===== config.mk =====
export PLATFORM = sky130hd
export DESIGN_NAME = psrc_ctrl
export DESIGN_NICKNAME = d
export VERILOG_FILES = /design/src/shared/psrc_pkg.sv /design/src/psrc_mclk_div.sv /design/src/psrc_rtc_presc.sv /design/src/psrc_ctrl.sv
export SDC_FILE = /design/constraint.sdc
export NUM_CORES = 1
export LEC_CHECK = 0
export BUFFER_PORTS_ARGS = -buffer_cell sky130_fd_sc_hd__buf_2
export CAP_MARGIN = 15
export CORE_ASPECT_RATIO = 0.75
export CORE_MARGIN = 5
export CORE_UTILIZATION = 53
export CTS_BUF_LIST = sky130_fd_sc_hd__clkbuf_2 sky130_fd_sc_hd__clkbuf_4 sky130_fd_sc_hd__clkbuf_8
export DETAILED_ROUTE_END_ITERATION = 8
export GPL_TIMING_DRIVEN = 0
export MAX_ROUTING_LAYER = met4
export PLACE_DENSITY = 0.89
export REMOVE_ABC_BUFFERS = 1
export SYNTH_ARGS = -nofsm -noshare
export SYNTH_HDL_FRONTEND = slang
export SYNTH_SLANG_ARGS = --single-unit

===== constraint.sdc =====
create_clock -name CORE_CLK -period 4.35 [get_ports CORE_CLK]
set_input_delay 0 -clock CORE_CLK [delete_from_list [all_inputs] [get_ports CORE_CLK]]
set_output_delay 0 -clock CORE_CLK [all_outputs]
set_load 0.02 [all_outputs]

===== src/shared/psrc_pkg.sv =====
// shared constants and carriers of the pll, system mode and rtc prescaler slice
// assumes a 32-bit apb slave with byte offsets in the low address bits
package psrc_pkg;

  // register byte offsets
  localparam logic [7:0] OFS_CLOCK_CONTROL_CFG = 8'h00;
  localparam logic [7:0] OFS_REGULATOR_CONTROL = 8'h04;
  localparam logic [7:0] OFS_CLOCK_FLAGS       = 8'h08;
  localparam logic [7:0] OFS_PLL_CONFIG        = 8'h18;
  localparam logic [7:0] OFS_SYSTEM_MODE       = 8'h20;
  localparam logic [7:0] OFS_RTC_PRESCALE      = 8'h28;

  // field positions
  localparam int BIT_HALT_PERMIT     = 11;
  localparam int BIT_SOFT_RESET_HALT = 3;
  localparam int BIT_REGULATOR_READY = 2;
  localparam int BIT_INPUT_HALVING   = 15;
  localparam int BIT_PLL_LOCKED      = 1;
  localparam int BIT_CLOCK_SOURCE    = 0;
  localparam int BIT_FREE_RUN        = 7;
  localparam int BIT_REF_RANGE       = 6;
  localparam int POS_MULT            = 4;
  localparam int POS_DIV             = 0;
  localparam int BIT_HALT_REQUEST    = 1;
  localparam int BIT_WAIT_FOR_IRQ    = 0;
  localparam int POS_RTC_CODE        = 0;

  // reset values
  localparam logic [31:0] PLL_CONFIG_RST   = 32'h0000_0007;
  localparam logic [31:0] SYSTEM_MODE_RST  = 32'h0000_0001;
  localparam logic [31:0] RTC_PRESCALE_RST = 32'h0000_000f;

  // encodings
  localparam logic [2:0] DIV_PLL_OFF    = 3'h7;
  localparam logic [3:0] RTC_STOP_CODE  = 4'ha;
  localparam logic [1:0] MULT_CODE_X28  = 2'h2;
  localparam logic [1:0] MULT_CODE_X20  = 2'h0;
  localparam logic [1:0] MULT_CODE_X16  = 2'h3;
  localparam logic [1:0] MULT_CODE_X12  = 2'h1;
  localparam logic [4:0] MULT_X28       = 5'h1c;
  localparam logic [4:0] MULT_X20       = 5'h14;
  localparam logic [4:0] MULT_X16       = 5'h10;
  localparam logic [4:0] MULT_X12       = 5'h0c;

  typedef struct packed {
    logic       psel;
    logic       penable;
    logic       pwrite;
    logic [7:0] paddr;
    logic [31:0] pwdata;
  } psrc_apb_req_t;

  typedef struct packed {
    logic       pll_enable;
    logic       free_run;
    logic       ref_range;
    logic       ref_halve;
    logic [4:0] mult;
    logic [2:0] div_code;
    logic       mclk_from_pll;
  } psrc_pll_ctrl_t;

endpackage : psrc_pkg


===== src/psrc_mclk_div.sv =====
// main clock enable generator: one pulse every div_code+1 cycles of the raw pll clock
// assumes the raw pll clock is represented by the core clock of this domain
module psrc_mclk_div import psrc_pkg::*; (
  // clock and reset
  input  wire logic       clk,
  input  wire logic       rst_n,
  // control
  input  wire logic       run,
  input  wire logic [2:0] div_code,
  // result
  output logic            tick
);

  typedef struct packed {
    logic [2:0] cnt;
    logic       tick;
  } psrc_div_state_t;

  psrc_div_state_t s_reg;
  psrc_div_state_t s_next;

  always_comb begin
    s_next      = s_reg;
    s_next.tick = 1'b0;
    if (!run) begin
      s_next.cnt = 3'h0;
    end else if (s_reg.cnt >= div_code) begin
      s_next.cnt  = 3'h0;
      s_next.tick = 1'b1;
    end else begin
      s_next.cnt = s_reg.cnt + 3'h1;
    end
  end

  always_ff @(posedge clk) begin
    if (!rst_n) begin
      s_reg <= '0;
    end else begin
      s_reg <= s_next;
    end
  end

  assign tick = s_reg.tick;

endmodule // psrc_mclk_div


===== src/psrc_rtc_presc.sv =====
// rtc prescaler: divides the oscillator pin by 2^(code+1), codes 10..15 stop it
// assumes osc_pin is asynchronous and well below half the core clock rate
module psrc_rtc_presc import psrc_pkg::*; (
  // clock and reset
  input  wire logic       clk,
  input  wire logic       rst_n,
  // oscillator pin and setting
  input  wire logic       osc_pin,
  input  wire logic [3:0] code,
  // divided clock
  output logic            rtc_clk
);

  typedef struct packed {
    logic [2:0] sync;
    logic [3:0] code_q;
    logic [8:0] cnt;
    logic       out;
  } psrc_presc_state_t;

  psrc_presc_state_t s_reg;
  psrc_presc_state_t s_next;
  logic              osc_rise;
  logic [8:0]        limit;

  // sync[0] feeds only sync[1]; the edge is taken between sync[1] and sync[2]
  assign osc_rise = s_reg.sync[1] & ~s_reg.sync[2];
  assign limit    = 9'((10'h1 << code) - 10'h1);

  always_comb begin
    s_next        = s_reg;
    s_next.sync   = {s_reg.sync[1:0], osc_pin};
    s_next.code_q = code;
    if (code != s_reg.code_q) begin
      s_next.cnt = 9'h0;
      s_next.out = 1'b0;
    end else if (code >= RTC_STOP_CODE) begin
      s_next.cnt = 9'h0;
      s_next.out = 1'b0;
    end else if (osc_rise) begin
      if (s_reg.cnt >= limit) begin
        s_next.cnt = 9'h0;
        s_next.out = ~s_reg.out;
      end else begin
        s_next.cnt = s_reg.cnt + 9'h1;
      end
    end
  end

  always_ff @(posedge clk) begin
    if (!rst_n) begin
      s_reg        <= '0;
      s_reg.code_q <= RTC_PRESCALE_RST[3:0];
    end else begin
      s_reg <= s_next;
    end
  end

  assign rtc_clk = s_reg.out;

endmodule // psrc_rtc_presc


===== src/psrc_ctrl.sv =====
// apb register slice for pll setup, system mode and rtc prescaling
// assumes apb3 signalling on CORE_CLK; lock, regulator and oscillator inputs are asynchronous
// What this block does
// - reserved bits of pll, system mode and rtc registers read zero
// - without free run, pll follows only multiplier and divider fields
// - free run with divider 111 keeps pll on as slow back-up clock
// - in free run, pll selection ignores lock and regulator ready flags
// - range bit picks 1.5-3 MHz reference when 0, 3-5 MHz when 1
// - multiplier code 10=28, 00=20, 11=16, 01=12
// - divider codes 000..110 give main clock as pll clock over code+1
// - divider 111 turns pll off, reference is main clock; reset state
// - halt write 1 enters halt or soft reset; write 0 ignored
// - halt request ignored while halt permit is clear
// - soft reset on halt set gives reset, otherwise halt mode
// - writing 0 to wait bit idles cpu until interrupt acknowledge
// - only hardware returns wait bit to 1, on interrupt acknowledge
// - rtc code 0..9 divides oscillator by 2^(code+1), others stop
// - any change of rtc code restarts the prescaler
module psrc_ctrl import psrc_pkg::*; (
  // clock and reset
  input  wire logic        CORE_CLK,
  input  wire logic        RESET_N,
  // apb slave
  input  wire logic        PSEL,
  input  wire logic        PENABLE,
  input  wire logic        PWRITE,
  input  wire logic [7:0]  PADDR,
  input  wire logic [31:0] PWDATA,
  output logic      [31:0] PRDATA,
  output logic             PREADY,
  output logic             PSLVERR,
  // status from the clock unit
  input  wire logic        PLL_LOCKED_IN,
  input  wire logic        REGULATOR_READY_IN,
  input  wire logic        IRQ_ACK_IN,
  input  wire logic        OSC_CLK_IN,
  // pll control
  output logic             PLL_ENABLE,
  output logic             PLL_FREE_RUN,
  output logic             PLL_REF_RANGE,
  output logic             PLL_REF_HALVE,
  output logic      [4:0]  PLL_MULT,
  output logic      [2:0]  PLL_DIV_CODE,
  output logic             MCLK_FROM_PLL,
  output logic             MCLK_TICK,
  // system modes
  output logic             WFI_IDLE,
  output logic             HALT_MODE,
  output logic             SOFT_RESET_REQ,
  // rtc
  output logic             RTC_CLK_OUT
);

  typedef struct packed {
    logic [31:0]    prdata;
    logic           pready;
    logic           pslverr;
    logic           halt_permit;
    logic           soft_reset_on_halt;
    logic           input_halving_bit;
    logic           system_clock_source_select;
    logic           pll_free_run_enable;
    logic           reference_range_select;
    logic [1:0]     pll_multiplier_field;
    logic [2:0]     pll_output_divider_field;
    logic           wait_for_irq_bit;
    logic           halt_bit;
    logic           soft_reset_pulse;
    logic [3:0]     rtc_prescale_field;
    logic [1:0]     lock_sync;
    logic [1:0]     regulator_ready_flag_sync;
    psrc_pll_ctrl_t pll;
  } psrc_state_t;

  psrc_state_t   s_reg;
  psrc_state_t   s_next;
  psrc_apb_req_t req;
  logic          setup;
  logic          wr;
  logic          pll_off;
  logic          locked;
  logic          regulator_ready_flag;

  // address decode shared by read mux and write path
  function automatic logic reg_hit(input logic [7:0] addr, input logic [7:0] ofs);
    reg_hit = (addr == ofs);
  endfunction

  function automatic logic mapped(input logic [7:0] addr);
    mapped = reg_hit(addr, OFS_CLOCK_CONTROL_CFG) | reg_hit(addr, OFS_REGULATOR_CONTROL) |
             reg_hit(addr, OFS_CLOCK_FLAGS) | reg_hit(addr, OFS_PLL_CONFIG) |
             reg_hit(addr, OFS_SYSTEM_MODE) | reg_hit(addr, OFS_RTC_PRESCALE);
  endfunction

  function automatic logic [4:0] mult_value(input logic [1:0] code);
    case (code)
      MULT_CODE_X28: mult_value = MULT_X28;
      MULT_CODE_X20: mult_value = MULT_X20;
      MULT_CODE_X16: mult_value = MULT_X16;
      MULT_CODE_X12: mult_value = MULT_X12;
      default:       mult_value = MULT_X20;
    endcase
  endfunction

  assign req     = '{psel: PSEL, penable: PENABLE, pwrite: PWRITE, paddr: PADDR, pwdata: PWDATA};
  assign setup   = req.psel & ~req.penable;
  // writes land on the access edge, when pready is already high
  assign wr      = req.psel & req.penable & req.pwrite & s_reg.pready;
  assign locked  = s_reg.lock_sync[1];
  assign regulator_ready_flag    = s_reg.regulator_ready_flag_sync[1];
  // free run keeps the pll alive even with divider 111
  assign pll_off = (s_reg.pll_output_divider_field == DIV_PLL_OFF) & ~s_reg.pll_free_run_enable;

  always_comb begin
    s_next                  = s_reg;
    s_next.lock_sync        = {s_reg.lock_sync[0], PLL_LOCKED_IN};
    s_next.regulator_ready_flag_sync        = {s_reg.regulator_ready_flag_sync[0], REGULATOR_READY_IN};
    s_next.soft_reset_pulse = 1'b0;
    s_next.pready           = setup;
    s_next.pslverr          = setup & ~mapped(req.paddr);
    s_next.prdata           = 32'h0;

    // read data captured in the setup cycle; unlisted bits stay zero
    if (setup & ~req.pwrite) begin
      if (reg_hit(req.paddr, OFS_CLOCK_CONTROL_CFG)) begin
        s_next.prdata[BIT_HALT_PERMIT]     = s_reg.halt_permit;
        s_next.prdata[BIT_SOFT_RESET_HALT] = s_reg.soft_reset_on_halt;
      end
      if (reg_hit(req.paddr, OFS_REGULATOR_CONTROL)) begin
        s_next.prdata[BIT_REGULATOR_READY] = regulator_ready_flag;
      end
      if (reg_hit(req.paddr, OFS_CLOCK_FLAGS)) begin
        s_next.prdata[BIT_INPUT_HALVING] = s_reg.input_halving_bit;
        s_next.prdata[BIT_PLL_LOCKED]    = locked;
        s_next.prdata[BIT_CLOCK_SOURCE]  = s_reg.system_clock_source_select;
      end
      if (reg_hit(req.paddr, OFS_PLL_CONFIG)) begin
        s_next.prdata[BIT_FREE_RUN]          = s_reg.pll_free_run_enable;
        s_next.prdata[BIT_REF_RANGE]         = s_reg.reference_range_select;
        s_next.prdata[POS_MULT +: 2]         = s_reg.pll_multiplier_field;
        s_next.prdata[POS_DIV +: 3]          = s_reg.pll_output_divider_field;
      end
      if (reg_hit(req.paddr, OFS_SYSTEM_MODE)) begin
        s_next.prdata[BIT_HALT_REQUEST] = s_reg.halt_bit;
        s_next.prdata[BIT_WAIT_FOR_IRQ] = s_reg.wait_for_irq_bit;
      end
      if (reg_hit(req.paddr, OFS_RTC_PRESCALE)) begin
        s_next.prdata[POS_RTC_CODE +: 4] = s_reg.rtc_prescale_field;
      end
    end

    // only documented fields are stored, reserved write data is dropped
    if (wr) begin
      if (reg_hit(req.paddr, OFS_CLOCK_CONTROL_CFG)) begin
        s_next.halt_permit        = req.pwdata[BIT_HALT_PERMIT];
        s_next.soft_reset_on_halt = req.pwdata[BIT_SOFT_RESET_HALT];
      end
      if (reg_hit(req.paddr, OFS_CLOCK_FLAGS)) begin
        s_next.input_halving_bit          = req.pwdata[BIT_INPUT_HALVING];
        s_next.system_clock_source_select = req.pwdata[BIT_CLOCK_SOURCE];
      end
      if (reg_hit(req.paddr, OFS_PLL_CONFIG)) begin
        s_next.pll_free_run_enable      = req.pwdata[BIT_FREE_RUN];
        s_next.reference_range_select   = req.pwdata[BIT_REF_RANGE];
        s_next.pll_multiplier_field     = req.pwdata[POS_MULT +: 2];
        s_next.pll_output_divider_field = req.pwdata[POS_DIV +: 3];
      end
      if (reg_hit(req.paddr, OFS_SYSTEM_MODE)) begin
        if (!req.pwdata[BIT_WAIT_FOR_IRQ]) begin
          s_next.wait_for_irq_bit = 1'b0;
        end
        if (req.pwdata[BIT_HALT_REQUEST] && s_reg.halt_permit) begin
          if (s_reg.soft_reset_on_halt) begin
            s_next.soft_reset_pulse = 1'b1;
          end else begin
            s_next.halt_bit = 1'b1;
          end
        end
      end
      if (reg_hit(req.paddr, OFS_RTC_PRESCALE)) begin
        s_next.rtc_prescale_field = req.pwdata[POS_RTC_CODE +: 4];
      end
    end

    // acknowledge wins over a clear in the same cycle
    if (IRQ_ACK_IN) begin
      s_next.wait_for_irq_bit = 1'b1;
    end

    // source select is held low while the pll is off
    if ((s_next.pll_output_divider_field == DIV_PLL_OFF) && !s_next.pll_free_run_enable) begin
      s_next.system_clock_source_select = 1'b0;
    end

    // registered copies drive the pll outputs
    s_next.pll.pll_enable    = ~pll_off;
    s_next.pll.free_run      = s_reg.pll_free_run_enable;
    s_next.pll.ref_range     = s_reg.reference_range_select;
    s_next.pll.ref_halve     = s_reg.input_halving_bit;
    s_next.pll.mult          = mult_value(s_reg.pll_multiplier_field);
    s_next.pll.div_code      = s_reg.pll_output_divider_field;
    s_next.pll.mclk_from_pll = ~pll_off & s_reg.system_clock_source_select &
                               (s_reg.pll_free_run_enable | (locked & regulator_ready_flag));
  end

  always_ff @(posedge CORE_CLK) begin
    if (!RESET_N) begin
      s_reg                          <= '0;
      s_reg.pll_free_run_enable      <= PLL_CONFIG_RST[BIT_FREE_RUN];
      s_reg.pll_output_divider_field <= PLL_CONFIG_RST[POS_DIV +: 3];
      s_reg.wait_for_irq_bit         <= SYSTEM_MODE_RST[BIT_WAIT_FOR_IRQ];
      s_reg.rtc_prescale_field       <= RTC_PRESCALE_RST[POS_RTC_CODE +: 4];
      s_reg.pll.div_code             <= PLL_CONFIG_RST[POS_DIV +: 3];
      s_reg.pll.mult                 <= MULT_X20;
    end else begin
      s_reg <= s_next;
    end
  end

  // main clock strobe, counted only while the pll is the source
  psrc_mclk_div u_mclk_div (
    .clk      (CORE_CLK),
    .rst_n    (RESET_N),
    .run      (s_reg.pll.mclk_from_pll),
    .div_code (s_reg.pll.div_code),
    .tick     (MCLK_TICK)
  );

  psrc_rtc_presc u_rtc_presc (
    .clk     (CORE_CLK),
    .rst_n   (RESET_N),
    .osc_pin (OSC_CLK_IN),
    .code    (s_reg.rtc_prescale_field),
    .rtc_clk (RTC_CLK_OUT)
  );

  assign PRDATA         = s_reg.prdata;
  assign PREADY         = s_reg.pready;
  assign PSLVERR        = s_reg.pslverr;
  assign PLL_ENABLE     = s_reg.pll.pll_enable;
  assign PLL_FREE_RUN   = s_reg.pll.free_run;
  assign PLL_REF_RANGE  = s_reg.pll.ref_range;
  assign PLL_REF_HALVE  = s_reg.pll.ref_halve;
  assign PLL_MULT       = s_reg.pll.mult;
  assign PLL_DIV_CODE   = s_reg.pll.div_code;
  assign MCLK_FROM_PLL  = s_reg.pll.mclk_from_pll;
  assign WFI_IDLE       = ~s_reg.wait_for_irq_bit;
  assign HALT_MODE      = s_reg.halt_bit;
  assign SOFT_RESET_REQ = s_reg.soft_reset_pulse;

endmodule // psrc_ctrl


==> results.ini <==
[drt]
drt-initial-drc-count=320
avgRoutedWirePerCell_um=14.5
routed_wl_um=7250
via_per_inst=5.37
drc=0
ant_nets=0
vias=2681
firstDrtPassIters=5

[final_layout]
final_cells=499
nets=482
largest_reg_flops=14
fin_util_pct=63.7
num_antenna_cells=0
drive_gt1_share_pct=18.3
n_fill_cell=449
area_growth_pct=16.2

[clock_tree]
cts_sinks=66
cts_tree=yes
clock_path_buffers=2
numCtsBuffers=9
cts.repair.resized=0
clk_pin_slew_ns=0.07
insertion_delay_ns=0.35
root_buffer=clkbuf_8
htree_levels=3

[sta]
fmax_ghz=0.289
worstMarginPinSlew_ns=0.663
slew_headroom_pct=55.8
setup_viol=0
finalSetupTns_ns=0
layout_min_cycle_time_ns=3.46
final_hold_viol_count=0
holdWs_ns=0.0365
fin_skew_ns=0.00698
slew_violations=0
fin_crit_sh_pct=79.6
rsz0062_at_grt=no

[global_route]
grt_pass1_vias=2492
antenna_found_initial=0
grt_pass1_wl_um=11700
grt.total_usage_pct=19.7
overflow=0
grt_max_degree=44

[synth]
ys_warn_count=0
synth_most_common_cell=dfxtp_1
ys_seq_area_share_pct=41.2
synthTopCellsByArea=dfxtp_1 (41%), buf_4 (9.4%), ha_1 (6.6%)
synth_common_cells=dfxtp_1 (66), buf_4 (40), nand2_1 (29)
yosysTopAreaCell=dfxtp_1
synth-main-ff-cell=dfxtp_1
synth_edf_count=0
synth_cell_types=47
yosys_register_bits=66
synth_cells=360
syn_area_um2=3210
avgSynthCellArea_um2=8.92
synth_top_area_share_pct=41.2
synthArstFlopShare_pct=0

[power_and_ir_drop]
internal_power_uw=965
p_seq_share_pct=48.7
power.total_mw=1.25
pwr_density_cell_nw_per_um2=335
switching_power_uw=286
p_comb_share_pct=5.7
p_sw_share_pct=22.8
p_leak_nw=1.70
peakVddDrop_uv=229
clkPwrFrac_pct=45.6

[critical_path]
start_kind=flop
path_max_fanout=13
crit_chain=nor3_1, nand2_1, ha_1, nor3_1, mux2_2, a21oi_1, ha_1, o211a_1, o31ai_1, a31o_2, a21oi_1, mux2_2
slowest_stage=dfxtp_1
rr_worst_depth=12
reg2reg_slack_ns=0.89
r2r-end=u_rtc_presc.rtc_clk
critical_path.max_stage_delay_ns=0.45
crit_type=flop to flop
cp_num_buf_inv=0
arrival_ns=3.70
required_ns=4.58
crit_family=compound AO/OA/AOI/OAI gates
end_kind=flop
r2r-start=s_reg[18]

[floorplanning]
io_pins=101
row_count=24
die_area_um2=7730
fp.dieW_um=99.9
start_util_pct=54.8
die_h_um=77.4
design.core.area_um2=5860

[placed_design]
place_congestion=0.849
placed_cells=461
numPortBuffers=54
place_hpwl_um=5040

[worst_hold_path]
hp-class=input port to flop
hold_end=PRDATA[5]
whs_path_depth=4
min_from=PADDR[1]

[status]
outcome=complete, no violations

[flow_run]
cap_violations=0

[stage by stage]
stage / instance area, um^2 / setup WS [ns]
after global placement: 3290 / 1.13
after floorplan: 2920 / 1.38
after global routing: 3730 / 0.709
after detailed placement: 3290 / 0.998
after CTS: 3730 / 0.944
final: 3730 / 0.888
[routing by layer]
metal  vias up  global-route usage, %  wire [um]
li1       1277                      -          -
met1      1224                   22.7       2920
met2       154                   31.0       3460
met3        26                   6.90        667
met4         0                   8.59        198
met5         -                      -          0
[timing repair]
| action | 4_1_cts | 5_1_grt |
|---|---|---|
| hold endpoints to repair | 22 | 0 |
| hold buffers | 22 | 0 |
| setup buffers | 0 | 0 |
[cell usage in the layout, fill, tap and decap left out, types with 4 or more instances in the layout]
| master | instances |
|---|---|
| a21oi_1 | 14 |
| and2_1 | 11 |
| and3_1 | 8 |
| buf_2 | 54 |
| clkbuf_8 | 9 |
| conb_1 | 24 |
| dfxtp_1 | 66 |
| dlygate4sd3_1 | 22 |
| ha_1 | 17 |
| inv_1 | 13 |
| mux2i_1 | 12 |
| nand2_1 | 29 |
| nand2b_1 | 7 |
| nand3_1 | 14 |
| nand4_1 | 6 |
| nor2_1 | 25 |
| nor2b_1 | 11 |
| nor3_1 | 13 |
| nor4_1 | 4 |
| o211ai_1 | 4 |
| o21ai_0 | 9 |
| xnor2_1 | 4 |
| xor2_1 | 5 |
[cell families after synthesis]
family,after synthesis,share of synthesized area [%]
simple gates,143,23.5
xor+xnor,9,2.46
buf+inv,67,13.3
compound gates,43,8.42
other cells,1,0.117
fa+ha+maj,17,6.62
flops,66,41.2
mux,14,4.44
[power by group through the flow]
| stage | combinational, mW | sequential (mW) | clock, mW |
|---|---|---|---|
| finish | 0.0718 | 0.609 | 0.570 |
| global route | 0.0774 | 0.609 | 0.609 |
| CTS | 0.0699 | 0.609 | 0.577 |
| detailed placement | 0.0555 | 0.623 | 0 |
| global placement | 0.0547 | 0.623 | 0 |
| floorplan | 0.0293 | 0.623 | 0 |
[worst min-delay path: stages]
cell	delay (ns)
buf_2	0.10
nor3_2	0.07
nand2_1	0.11
nor4_1	0.06
[cell type report]
cell class / instances / area [um^2] / share of cell area (%)
clock inverters: 6 / 91.3 / 2.45
clock buffers: 10 / 131 / 3.52
flip-flops and latches: 66 / 1320 / 35.4
multi-input cells: 250 / 1550 / 41.5
repair buffers: 76 / 490 / 13.1
well taps: 78 / 97.6 / 2.62
inverters: 13 / 48.8 / 1.31
[how the worst max path moves through the flow]
| stage | start | to | slack (ns) | depth (start not counted) |
|---|---|---|---|---|
| after floorplan | s_reg[18] | u_rtc_presc.rtc_clk | 1.38 | 12 |
| after global placement | s_reg[18] | u_rtc_presc.rtc_clk | 1.13 | 12 |
| after detailed placement | s_reg[18] | u_rtc_presc.rtc_clk | 1.0 | 12 |
| after CTS | s_reg[18] | u_rtc_presc.rtc_clk | 0.94 | 12 |
| after global routing | s_reg[18] | u_rtc_presc.rtc_clk | 0.71 | 12 |
| final | s_reg[18] | u_rtc_presc.rtc_clk | 0.89 | 12 |
Power figures use the tool's default switching activity.
